`src/verilog/serial_audio_mux_defines.svh`:
```
// constants for the serial audio pin mux: pin slots, mode codes, limits
// assumes inclusion by bare name from the mux files and the far side model
// Operation
// - default mode: peripheral port plus codec link
// - i2s on peripheral pins, no master clock
// - i2s on codec pins, reset pin carries mclk
// - i2s never on both pin groups
// - routed group belongs wholly to i2s
// - peripheral port master or slave, three formats
// - i2s stereo samples up to 24 bits
// - codec link: many outputs, one stereo input
`ifndef SERIAL_AUDIO_MUX_DEFINES_SVH
`define SERIAL_AUDIO_MUX_DEFINES_SVH

// pin slots in the internal pin vectors
`define PIN_COUNT          9
`define PIN_PERIPH_CLK     0
`define PIN_PERIPH_FRM     1
`define PIN_PERIPH_IN      2
`define PIN_PERIPH_OUT     3
`define PIN_LINK_RST       4
`define PIN_LINK_BCLK      5
`define PIN_LINK_SYNC      6
`define PIN_LINK_IN        7
`define PIN_LINK_OUT       8

// mode select codes
`define MODE_NORMAL        2'h0
`define MODE_I2S_ON_PERIPH 2'h1
`define MODE_I2S_ON_LINK   2'h2

// format codes of the peripheral port
`define FMT_SPI            2'h0
`define FMT_TI             2'h1
`define FMT_MICROWIRE      2'h2

// limits
`define I2S_MAX_BITS       5'h18
`define SYNC_STAGES        2

`endif

```
`src/verilog/serial_audio_mux_pkg.sv`:
```
// types for the serial audio pin mux
// assumes the defines header sits beside it
`include "serial_audio_mux_defines.svh"

package serial_audio_mux_pkg;

  typedef enum logic [1:0] {
    ROUTE_NORMAL        = 2'b00,
    ROUTE_I2S_ON_PERIPH = 2'b01,
    ROUTE_I2S_ON_LINK   = 2'b10
  } route_mode_t;

  typedef enum logic [1:0] {
    FORMAT_SPI       = 2'b00,
    FORMAT_TI        = 2'b01,
    FORMAT_MICROWIRE = 2'b10
  } frame_format_t;

endpackage

```
`src/verilog/pin_input_sync.sv`:
```
// two flip-flop synchroniser for a vector of pin inputs
// assumes every bit is independent and comes from outside core_clk
`timescale 1ns/1ns
`include "serial_audio_mux_defines.svh"

module pin_input_sync #(
  parameter int WIDTH = `PIN_COUNT
) (
  // clock and reset
  input  wire logic             core_clk,
  input  wire logic             nrst,
  input  wire logic             ce,
  // pins in, synchronised out
  input  wire logic [WIDTH-1:0] raw_in,
  output logic      [WIDTH-1:0] sync_out
);

  logic [WIDTH-1:0] stage1;
  logic [WIDTH-1:0] next_stage1;
  logic [WIDTH-1:0] next_sync_out;

  always_comb begin
    next_stage1   = raw_in;
    next_sync_out = stage1;
  end

  always_ff @(posedge core_clk) begin
    if (!nrst) begin
      stage1   <= '0;
      sync_out <= '0;
    end else if (ce) begin
      stage1   <= next_stage1;
      sync_out <= next_sync_out;
    end
  end

endmodule

```
`src/verilog/serial_audio_port_mux.sv`:
```
// pin mux placing the i2s port on the peripheral pins or the codec link pins
// assumes the serial engines run on core_clk; link clocks are sampled pins
`timescale 1ns/1ns
`include "serial_audio_mux_defines.svh"

module serial_audio_port_mux
  import serial_audio_mux_pkg::*;
#(
  parameter int AC_CODECS = 4
) (
  // clock, reset, enable
  input  wire logic                 core_clk,
  input  wire logic                 nrst,
  input  wire logic                 ce,
  // mode setting from software
  input  wire logic [1:0]           route_mode,
  // sync_serial_port engine side
  input  wire logic                 ssp_master,
  input  wire logic [1:0]           ssp_format,
  input  wire logic                 ssp_clk_out,
  input  wire logic                 ssp_frm_out,
  input  wire logic                 ssp_tx,
  output logic                      ssp_clk_in,
  output logic                      ssp_frm_in,
  output logic                      ssp_rx,
  output logic                      ssp_frame_active,
  output logic [1:0]                ssp_format_used,
  // i2s engine side
  input  wire logic                 i2s_master,
  input  wire logic                 i2s_mclk,
  input  wire logic                 i2s_sclk_out,
  input  wire logic                 i2s_lrclk_out,
  input  wire logic                 i2s_sdo,
  input  wire logic [4:0]           i2s_word_bits,
  output logic                      i2s_sclk_in,
  output logic                      i2s_lrclk_in,
  output logic                      i2s_sdi,
  output logic [4:0]                i2s_sample_bits,
  // codec link engine side
  input  wire logic                 ac_reset_n,
  input  wire logic                 ac_sync,
  input  wire logic                 ac_sdo,
  input  wire logic [AC_CODECS-1:0] ac_out_codecs,
  output logic                      ac_bclk_in,
  output logic                      ac_sdi,
  output logic [AC_CODECS-1:0]      ac_in_codec,
  // status
  output logic                      ssp_active,
  output logic                      ac_active,
  output logic                      i2s_on_periph,
  output logic                      i2s_on_link,
  // peripheral pin group
  input  wire logic                 periph_bit_clock_pin_in,
  output logic                      periph_bit_clock_pin_out,
  output logic                      periph_bit_clock_pin_oe,
  input  wire logic                 periph_frame_pin_in,
  output logic                      periph_frame_pin_out,
  output logic                      periph_frame_pin_oe,
  input  wire logic                 periph_serial_in_pin_in,
  output logic                      periph_serial_in_pin_out,
  output logic                      periph_serial_in_pin_oe,
  input  wire logic                 periph_serial_out_pin_in,
  output logic                      periph_serial_out_pin_out,
  output logic                      periph_serial_out_pin_oe,
  // codec link pin group
  input  wire logic                 codec_link_reset_pin_in,
  output logic                      codec_link_reset_pin_out,
  output logic                      codec_link_reset_pin_oe,
  input  wire logic                 codec_link_bit_clock_pin_in,
  output logic                      codec_link_bit_clock_pin_out,
  output logic                      codec_link_bit_clock_pin_oe,
  input  wire logic                 codec_link_sync_pin_in,
  output logic                      codec_link_sync_pin_out,
  output logic                      codec_link_sync_pin_oe,
  input  wire logic                 codec_link_serial_in_pin_in,
  output logic                      codec_link_serial_in_pin_out,
  output logic                      codec_link_serial_in_pin_oe,
  input  wire logic                 codec_link_serial_out_pin_in,
  output logic                      codec_link_serial_out_pin_out,
  output logic                      codec_link_serial_out_pin_oe
);

  // frame level that marks an active word for a given format
  function automatic logic frame_is_active(input logic [1:0] fmt, input logic frm);
    frame_is_active = (fmt == `FMT_TI) ? frm : ~frm;
  endfunction

  // lowest set codec: the single input stream source
  function automatic logic [AC_CODECS-1:0] lowest_codec(input logic [AC_CODECS-1:0] m);
    lowest_codec = m & (~m + {{(AC_CODECS-1){1'b0}}, 1'b1});
  endfunction

  logic [`PIN_COUNT-1:0] pin_raw;
  logic [`PIN_COUNT-1:0] pin_sync;

  assign pin_raw = {codec_link_serial_out_pin_in, codec_link_serial_in_pin_in,
                    codec_link_sync_pin_in, codec_link_bit_clock_pin_in,
                    codec_link_reset_pin_in, periph_serial_out_pin_in,
                    periph_serial_in_pin_in, periph_frame_pin_in,
                    periph_bit_clock_pin_in};

  pin_input_sync #(
    .WIDTH    (`PIN_COUNT)
  ) u_pin_sync (
    .core_clk (core_clk),
    .nrst     (nrst),
    .ce       (ce),
    .raw_in   (pin_raw),
    .sync_out (pin_sync)
  );

  // mode state
  route_mode_t mode;
  route_mode_t next_mode;

  always_comb begin
    unique case (route_mode)
      `MODE_I2S_ON_PERIPH: next_mode = ROUTE_I2S_ON_PERIPH;
      `MODE_I2S_ON_LINK:   next_mode = ROUTE_I2S_ON_LINK;
      default:             next_mode = ROUTE_NORMAL;
    endcase
  end

  always_ff @(posedge core_clk) begin
    if (!nrst) begin
      mode <= ROUTE_NORMAL;
    end else if (ce) begin
      mode <= next_mode;
    end
  end

  // pin drive and engine-side returns
  logic [`PIN_COUNT-1:0] pin_out;
  logic [`PIN_COUNT-1:0] pin_oe;
  logic [`PIN_COUNT-1:0] next_pin_out;
  logic [`PIN_COUNT-1:0] next_pin_oe;
  logic                  next_ssp_clk_in;
  logic                  next_ssp_frm_in;
  logic                  next_ssp_rx;
  logic                  next_ssp_frame_active;
  logic                  next_i2s_sclk_in;
  logic                  next_i2s_lrclk_in;
  logic                  next_i2s_sdi;
  logic                  next_ac_bclk_in;
  logic                  next_ac_sdi;
  logic                  periph_frm_level;

  always_comb begin
    next_pin_out          = '0;
    next_pin_oe           = '0;
    next_ssp_clk_in       = 1'b0;
    next_ssp_frm_in       = ~frame_is_active(ssp_format, 1'b1);
    next_ssp_rx           = 1'b0;
    next_ssp_frame_active = 1'b0;
    next_i2s_sclk_in      = 1'b0;
    next_i2s_lrclk_in     = 1'b0;
    next_i2s_sdi          = 1'b0;
    next_ac_bclk_in       = 1'b0;
    next_ac_sdi           = 1'b0;
    periph_frm_level      = ssp_master ? ssp_frm_out : pin_sync[`PIN_PERIPH_FRM];
    // peripheral pin group
    if (mode == ROUTE_I2S_ON_PERIPH) begin
      next_pin_out[`PIN_PERIPH_CLK] = i2s_sclk_out;
      next_pin_oe[`PIN_PERIPH_CLK]  = i2s_master;
      next_pin_out[`PIN_PERIPH_FRM] = i2s_lrclk_out;
      next_pin_oe[`PIN_PERIPH_FRM]  = i2s_master;
      next_pin_out[`PIN_PERIPH_OUT] = i2s_sdo;
      next_pin_oe[`PIN_PERIPH_OUT]  = 1'b1;
      next_i2s_sclk_in              = pin_sync[`PIN_PERIPH_CLK];
      next_i2s_lrclk_in             = pin_sync[`PIN_PERIPH_FRM];
      next_i2s_sdi                  = pin_sync[`PIN_PERIPH_IN];
    end else begin
      next_pin_out[`PIN_PERIPH_CLK] = ssp_clk_out;
      next_pin_oe[`PIN_PERIPH_CLK]  = ssp_master;
      next_pin_out[`PIN_PERIPH_FRM] = ssp_frm_out;
      next_pin_oe[`PIN_PERIPH_FRM]  = ssp_master;
      next_ssp_frame_active         = frame_is_active(ssp_format, periph_frm_level);
      next_pin_out[`PIN_PERIPH_OUT] = ssp_tx;
      next_pin_oe[`PIN_PERIPH_OUT]  = ssp_master | next_ssp_frame_active;
      next_ssp_clk_in               = pin_sync[`PIN_PERIPH_CLK];
      next_ssp_frm_in               = pin_sync[`PIN_PERIPH_FRM];
      next_ssp_rx                   = pin_sync[`PIN_PERIPH_IN];
    end
    // codec link pin group
    if (mode == ROUTE_I2S_ON_LINK) begin
      next_pin_out[`PIN_LINK_RST]  = i2s_mclk;
      next_pin_oe[`PIN_LINK_RST]   = 1'b1;
      next_pin_out[`PIN_LINK_BCLK] = i2s_sclk_out;
      next_pin_oe[`PIN_LINK_BCLK]  = i2s_master;
      next_pin_out[`PIN_LINK_SYNC] = i2s_lrclk_out;
      next_pin_oe[`PIN_LINK_SYNC]  = i2s_master;
      next_pin_out[`PIN_LINK_OUT]  = i2s_sdo;
      next_pin_oe[`PIN_LINK_OUT]   = 1'b1;
      next_i2s_sclk_in             = pin_sync[`PIN_LINK_BCLK];
      next_i2s_lrclk_in            = pin_sync[`PIN_LINK_SYNC];
      next_i2s_sdi                 = pin_sync[`PIN_LINK_IN];
    end else begin
      next_pin_out[`PIN_LINK_RST]  = ac_reset_n;
      next_pin_oe[`PIN_LINK_RST]   = 1'b1;
      next_pin_out[`PIN_LINK_SYNC] = ac_sync;
      next_pin_oe[`PIN_LINK_SYNC]  = 1'b1;
      next_pin_out[`PIN_LINK_OUT]  = ac_sdo;
      next_pin_oe[`PIN_LINK_OUT]   = 1'b1;
      next_ac_bclk_in              = pin_sync[`PIN_LINK_BCLK];
      next_ac_sdi                  = pin_sync[`PIN_LINK_IN];
    end
  end

  // sample width clamp and codec input choice
  logic [4:0]           next_i2s_sample_bits;
  logic [AC_CODECS-1:0] next_ac_in_codec;
  logic [1:0]           next_ssp_format_used;

  always_comb begin
    next_i2s_sample_bits = (i2s_word_bits > `I2S_MAX_BITS) ? `I2S_MAX_BITS
                                                           : i2s_word_bits;
    next_ac_in_codec     = lowest_codec(ac_out_codecs);
    next_ssp_format_used = (ssp_format == `FMT_TI || ssp_format == `FMT_MICROWIRE)
                           ? ssp_format : `FMT_SPI;
  end

  always_ff @(posedge core_clk) begin
    if (!nrst) begin
      pin_out          <= '0;
      pin_oe           <= '0;
      ssp_clk_in       <= 1'b0;
      ssp_frm_in       <= 1'b1;
      ssp_rx           <= 1'b0;
      ssp_frame_active <= 1'b0;
      i2s_sclk_in      <= 1'b0;
      i2s_lrclk_in     <= 1'b0;
      i2s_sdi          <= 1'b0;
      ac_bclk_in       <= 1'b0;
      ac_sdi           <= 1'b0;
      i2s_sample_bits  <= `I2S_MAX_BITS;
      ac_in_codec      <= '0;
      ssp_format_used  <= `FMT_SPI;
    end else if (ce) begin
      pin_out          <= next_pin_out;
      pin_oe           <= next_pin_oe;
      ssp_clk_in       <= next_ssp_clk_in;
      ssp_frm_in       <= next_ssp_frm_in;
      ssp_rx           <= next_ssp_rx;
      ssp_frame_active <= next_ssp_frame_active;
      i2s_sclk_in      <= next_i2s_sclk_in;
      i2s_lrclk_in     <= next_i2s_lrclk_in;
      i2s_sdi          <= next_i2s_sdi;
      ac_bclk_in       <= next_ac_bclk_in;
      ac_sdi           <= next_ac_sdi;
      i2s_sample_bits  <= next_i2s_sample_bits;
      ac_in_codec      <= next_ac_in_codec;
      ssp_format_used  <= next_ssp_format_used;
    end
  end

  // status from the mode register; only one i2s group can be set
  assign ssp_active    = (mode != ROUTE_I2S_ON_PERIPH);
  assign ac_active     = (mode != ROUTE_I2S_ON_LINK);
  assign i2s_on_periph = (mode == ROUTE_I2S_ON_PERIPH);
  assign i2s_on_link   = (mode == ROUTE_I2S_ON_LINK);

  // pin ports from the pin registers
  assign periph_bit_clock_pin_out      = pin_out[`PIN_PERIPH_CLK];
  assign periph_bit_clock_pin_oe       = pin_oe[`PIN_PERIPH_CLK];
  assign periph_frame_pin_out          = pin_out[`PIN_PERIPH_FRM];
  assign periph_frame_pin_oe           = pin_oe[`PIN_PERIPH_FRM];
  assign periph_serial_in_pin_out      = pin_out[`PIN_PERIPH_IN];
  assign periph_serial_in_pin_oe       = pin_oe[`PIN_PERIPH_IN];
  assign periph_serial_out_pin_out     = pin_out[`PIN_PERIPH_OUT];
  assign periph_serial_out_pin_oe      = pin_oe[`PIN_PERIPH_OUT];
  assign codec_link_reset_pin_out      = pin_out[`PIN_LINK_RST];
  assign codec_link_reset_pin_oe       = pin_oe[`PIN_LINK_RST];
  assign codec_link_bit_clock_pin_out  = pin_out[`PIN_LINK_BCLK];
  assign codec_link_bit_clock_pin_oe   = pin_oe[`PIN_LINK_BCLK];
  assign codec_link_sync_pin_out       = pin_out[`PIN_LINK_SYNC];
  assign codec_link_sync_pin_oe        = pin_oe[`PIN_LINK_SYNC];
  assign codec_link_serial_in_pin_out  = pin_out[`PIN_LINK_IN];
  assign codec_link_serial_in_pin_oe   = pin_oe[`PIN_LINK_IN];
  assign codec_link_serial_out_pin_out = pin_out[`PIN_LINK_OUT];
  assign codec_link_serial_out_pin_oe  = pin_oe[`PIN_LINK_OUT];

endmodule

```
`config.mk`:
```
export PLATFORM = sky130hd
export DESIGN_NAME = serial_audio_port_mux
export DESIGN_NICKNAME = d
export VERILOG_FILES = /design/src/verilog/serial_audio_mux_pkg.sv /design/src/verilog/pin_input_sync.sv /design/src/verilog/serial_audio_port_mux.sv
export VERILOG_INCLUDE_DIRS = /design/src /design/src/verilog
export SDC_FILE = /design/constraint.sdc
export NUM_CORES = 1
export LEC_CHECK = 0
export BUFFER_PORTS_ARGS = -buffer_cell sky130_fd_sc_hd__buf_2
export CAP_MARGIN = 5
export CORE_UTILIZATION = 49
export CTS_CLUSTER_DIAMETER = 200
export CTS_CLUSTER_SIZE = 20
export DETAILED_ROUTE_END_ITERATION = 16
export PLACE_DENSITY = 0.79
export RECOVER_POWER = 25
export SKIP_LAST_GASP = 1
export SLEW_MARGIN = 20
export SYNTH_ARGS = -nofsm -noshare
export SYNTH_HDL_FRONTEND = slang
export SYNTH_HIERARCHICAL = 1
export SYNTH_SLANG_ARGS = --single-unit
```
`constraint.sdc`:
```
create_clock -name core_clk -period 1.48 [get_ports core_clk]
set_input_delay 0.074 -clock core_clk [delete_from_list [all_inputs] [get_ports core_clk]]
set_output_delay 0.074 -clock core_clk [all_outputs]
set_load 0.05 [all_outputs]
```
==> summary.md <==
| Metric | Value |
|---|---|
| Power density over the cells | `about 1100 nW/µm²` |
| Count of endpoints failing hold in the final timing report | `0` |
| Rows | `22` |
| Setup slack of the worst register-to-register path | `roughly 300 ps` |
| CORE AREA | `about 3700 µm²` |
| Critical path type | `flop to primary output` |
| WP data required | `about 1400 ps` |
| Post-synthesis to final-layout area growth | `23.1%` |
| Pin count of the biggest net entering global routing | `32` |
| Post-layout utilization of the core | `63.8%` |
| Total iterations of the first detailed-routing run | `4` |
| Die ar. | `around 4200 µm²` |
| Area of the mapped netlist | `~1900 µm²` |
| Sum of routed wire length over all layers | `~4100 µm` |
| Post-CTS Setup Inserts | `0` |
| Root buffer selected by CTS | `clkbuf_8` |
| Half-perimeter wire length after detailed placement | `approximately 2900 µm` |
| Gp weighted congestion | `about 0.74` |
| Yosys warning total | `6` |
| Starting Density | `51.8%` |
| Number of H-tree branching levels | `2` |
| Mean instance size in the synthesized netlist | `9.26 µm²` |
| Startpoint of the worst register-to-register path | `mode[1]` |
| Hold-critical path endpoint | `i2s_sample_bits[4]` |
| Fin Clk Skew | `7.04 ps` |
| Outcome | `completed` |
| Largest buffer count on any clock path | `2` |
| Vias per cell | `between 5 and 6` |
| RSZ-0062 raised after global routing | `false` |
| Hold-critical path depth | `3` |
| Number of antenna repair diodes | `0` |
| Cells on worst reg2reg path | `4` |
| Most frequent standard cell in the layout excluding fill and tap cells | `buf_2` |
| Max-cap check violation count | `0` |
| Worst hold start | `i2s_word_bits[4]` |
| Count of input and output buffers | `71` |
| Width of the chip | `about 65 µm` |
| CTS Buf Count | `5` |
| IR drop worst, VDD | `roughly 0.00065 V` |
| Clock latency at the later pin of the worst-skew pair | `just under 300 ps` |
| Sinks on Clock Net | `46` |
| DRC viols | `0` |
| Fin nets | `between 300 and 400` |
| Leakage power | `1.08 nW` |
| Count of vias placed by the detailed router | `1625` |
| Hold Path Class | `input pin to flop` |
| Post-CTS clock slew at the launch and capture registers of the worst setup and hold paths | `around 70 ps` |
| Most frequent cells in the layout | `69 x buf_2, 46 x dfxtp_1, 18 x mux2i_1` |
| Slew at the pin closest to its max-slew limit | `between 1000 and 1500 ps` |
| Routed length per placed instance | `around 13 µm` |
| Critical Path AT | `roughly 1300 ps` |
| Peak Freq | `about 0.73 GHz` |
| Setup tns final | `0 ps` |
| First-pass GRT wire length | `~6300 µm` |
| Number of DRC markers after the initial detailed-route iteration | `about 110` |
| Rel. slew slack | `between 30% and 40%` |
| Element type at the critical path end | `primary output` |
| Number of antenna violations at the first check in global routing | `0` |
| Clock tree from TritonCTS | `yes` |
| Crit share post-route | `92.7%` |
| Die H | `64.7 µm` |
| Total count of max-transition violations in the final report | `0` |
| Fraction of layout cells with a size suffix above 1 | `between 30% and 40%` |
| Post-layout min period | `between 1000 and 1500 ps` |
| Number of antenna-violating nets in the routed design | `0` |
| Aggregate global-route resource usage | `between 20 and 25%` |
| Reg-to-Reg End | `pin_out[3]` |
| Number of I/O pins | `roughly 80` |
| Synthesized netlist cell count | `208` |
| Grt ovf | `0` |
| Vias in the first global route | `between 1000 and 1500` |
| Maximum fanout count along the critical path | `8` |
| Final setup violation count | `0` |
| Crit path launch type | `flop` |
-- stage by stage --
step,cell area (µm²),worst slack [ps],hold slack (ps),total power [W],instances
floorplan,1940,127,136,0.00175,211
global placement,2290,363,313,0.00187,315
detailed placement,2290,295,313,0.00187,315
CTS,2390,67.0,13.3,0.00263,323
global route,2370,25.3,17.7,0.00273,323
finish,2370,108,20.6,0.00261,323
-- worst max-delay path, stage by stage (launching register included) --
cell and delay (ps):
dfxtp_1 340, nand2b_1 200, buf_4 210, clkbuf_4 250
-- area by class of cell --
cell class / instances / area, µm²
fillers: 338 / 1350
flip-flops and latches: 46 / 921
multi-input cells: 140 / 856
repair buffers: 77 / 423
clock buffers: 7 / 86.3
well taps: 48 / 60.1
inverters: 4 / 20.0
clock inverters: 1 / 5.00
-- metal layers --
layer / part of all wire (%) / global-route usage (%) / up-vias
met1: 44 / 24.6 / 737
li1: - / - / 821
met3: 6.4 / 5.46 / 6
met2: 48 / 32.6 / 61
met5: 0 / 0 / -
met4: 1.6 / 9.72 / 0
-- sequential cells by signal, summed over array words and instances (netlist names) --
register	count
i2s_lrclk_in	1
i2s_sample_bits	5
ac_sdi	1
i2s_sclk_in	1
ssp_clk_in	1
mode	2
ssp_rx	1
i2s_sdi	1
ac_in_codec	4
u_pin_sync/sync_out	6
ssp_frame_active	1
ssp_format_used	2
ssp_frm_in	1
pin_out	7
ac_bclk_in	1
u_pin_sync/next_sync_out	6
pin_oe	5
-- worst max-delay path by stage --
stage          startpoint      endpoint  slack [ps]  depth (start not counted)
6_report          mode[1]    ssp_active         110                          3
5_1_grt           mode[1]    ssp_active          30                          3
4_1_cts           mode[1]    ssp_active          70                          3
3_5_place_dp      mode[1]    pin_out[3]         290                          4
3_3_place_gp      mode[1]    ssp_frm_in         360                          4
2_1_floorplan     mode[0]  i2s_lrclk_in         130                          5
-- where the power goes --
part | switching [W] | internal (W)
sequential | 0.0000338 | 0.00130
combinational | 0.000350 | 0.000157
clock | 0.000388 | 0.000377
-- timing repair --
item	4_1_cts	5_1_grt
hold buffers	0	0
gates resized for setup	0	1
endpoints found under the setup margin	0	1
Power figures use the tool's default switching activity.
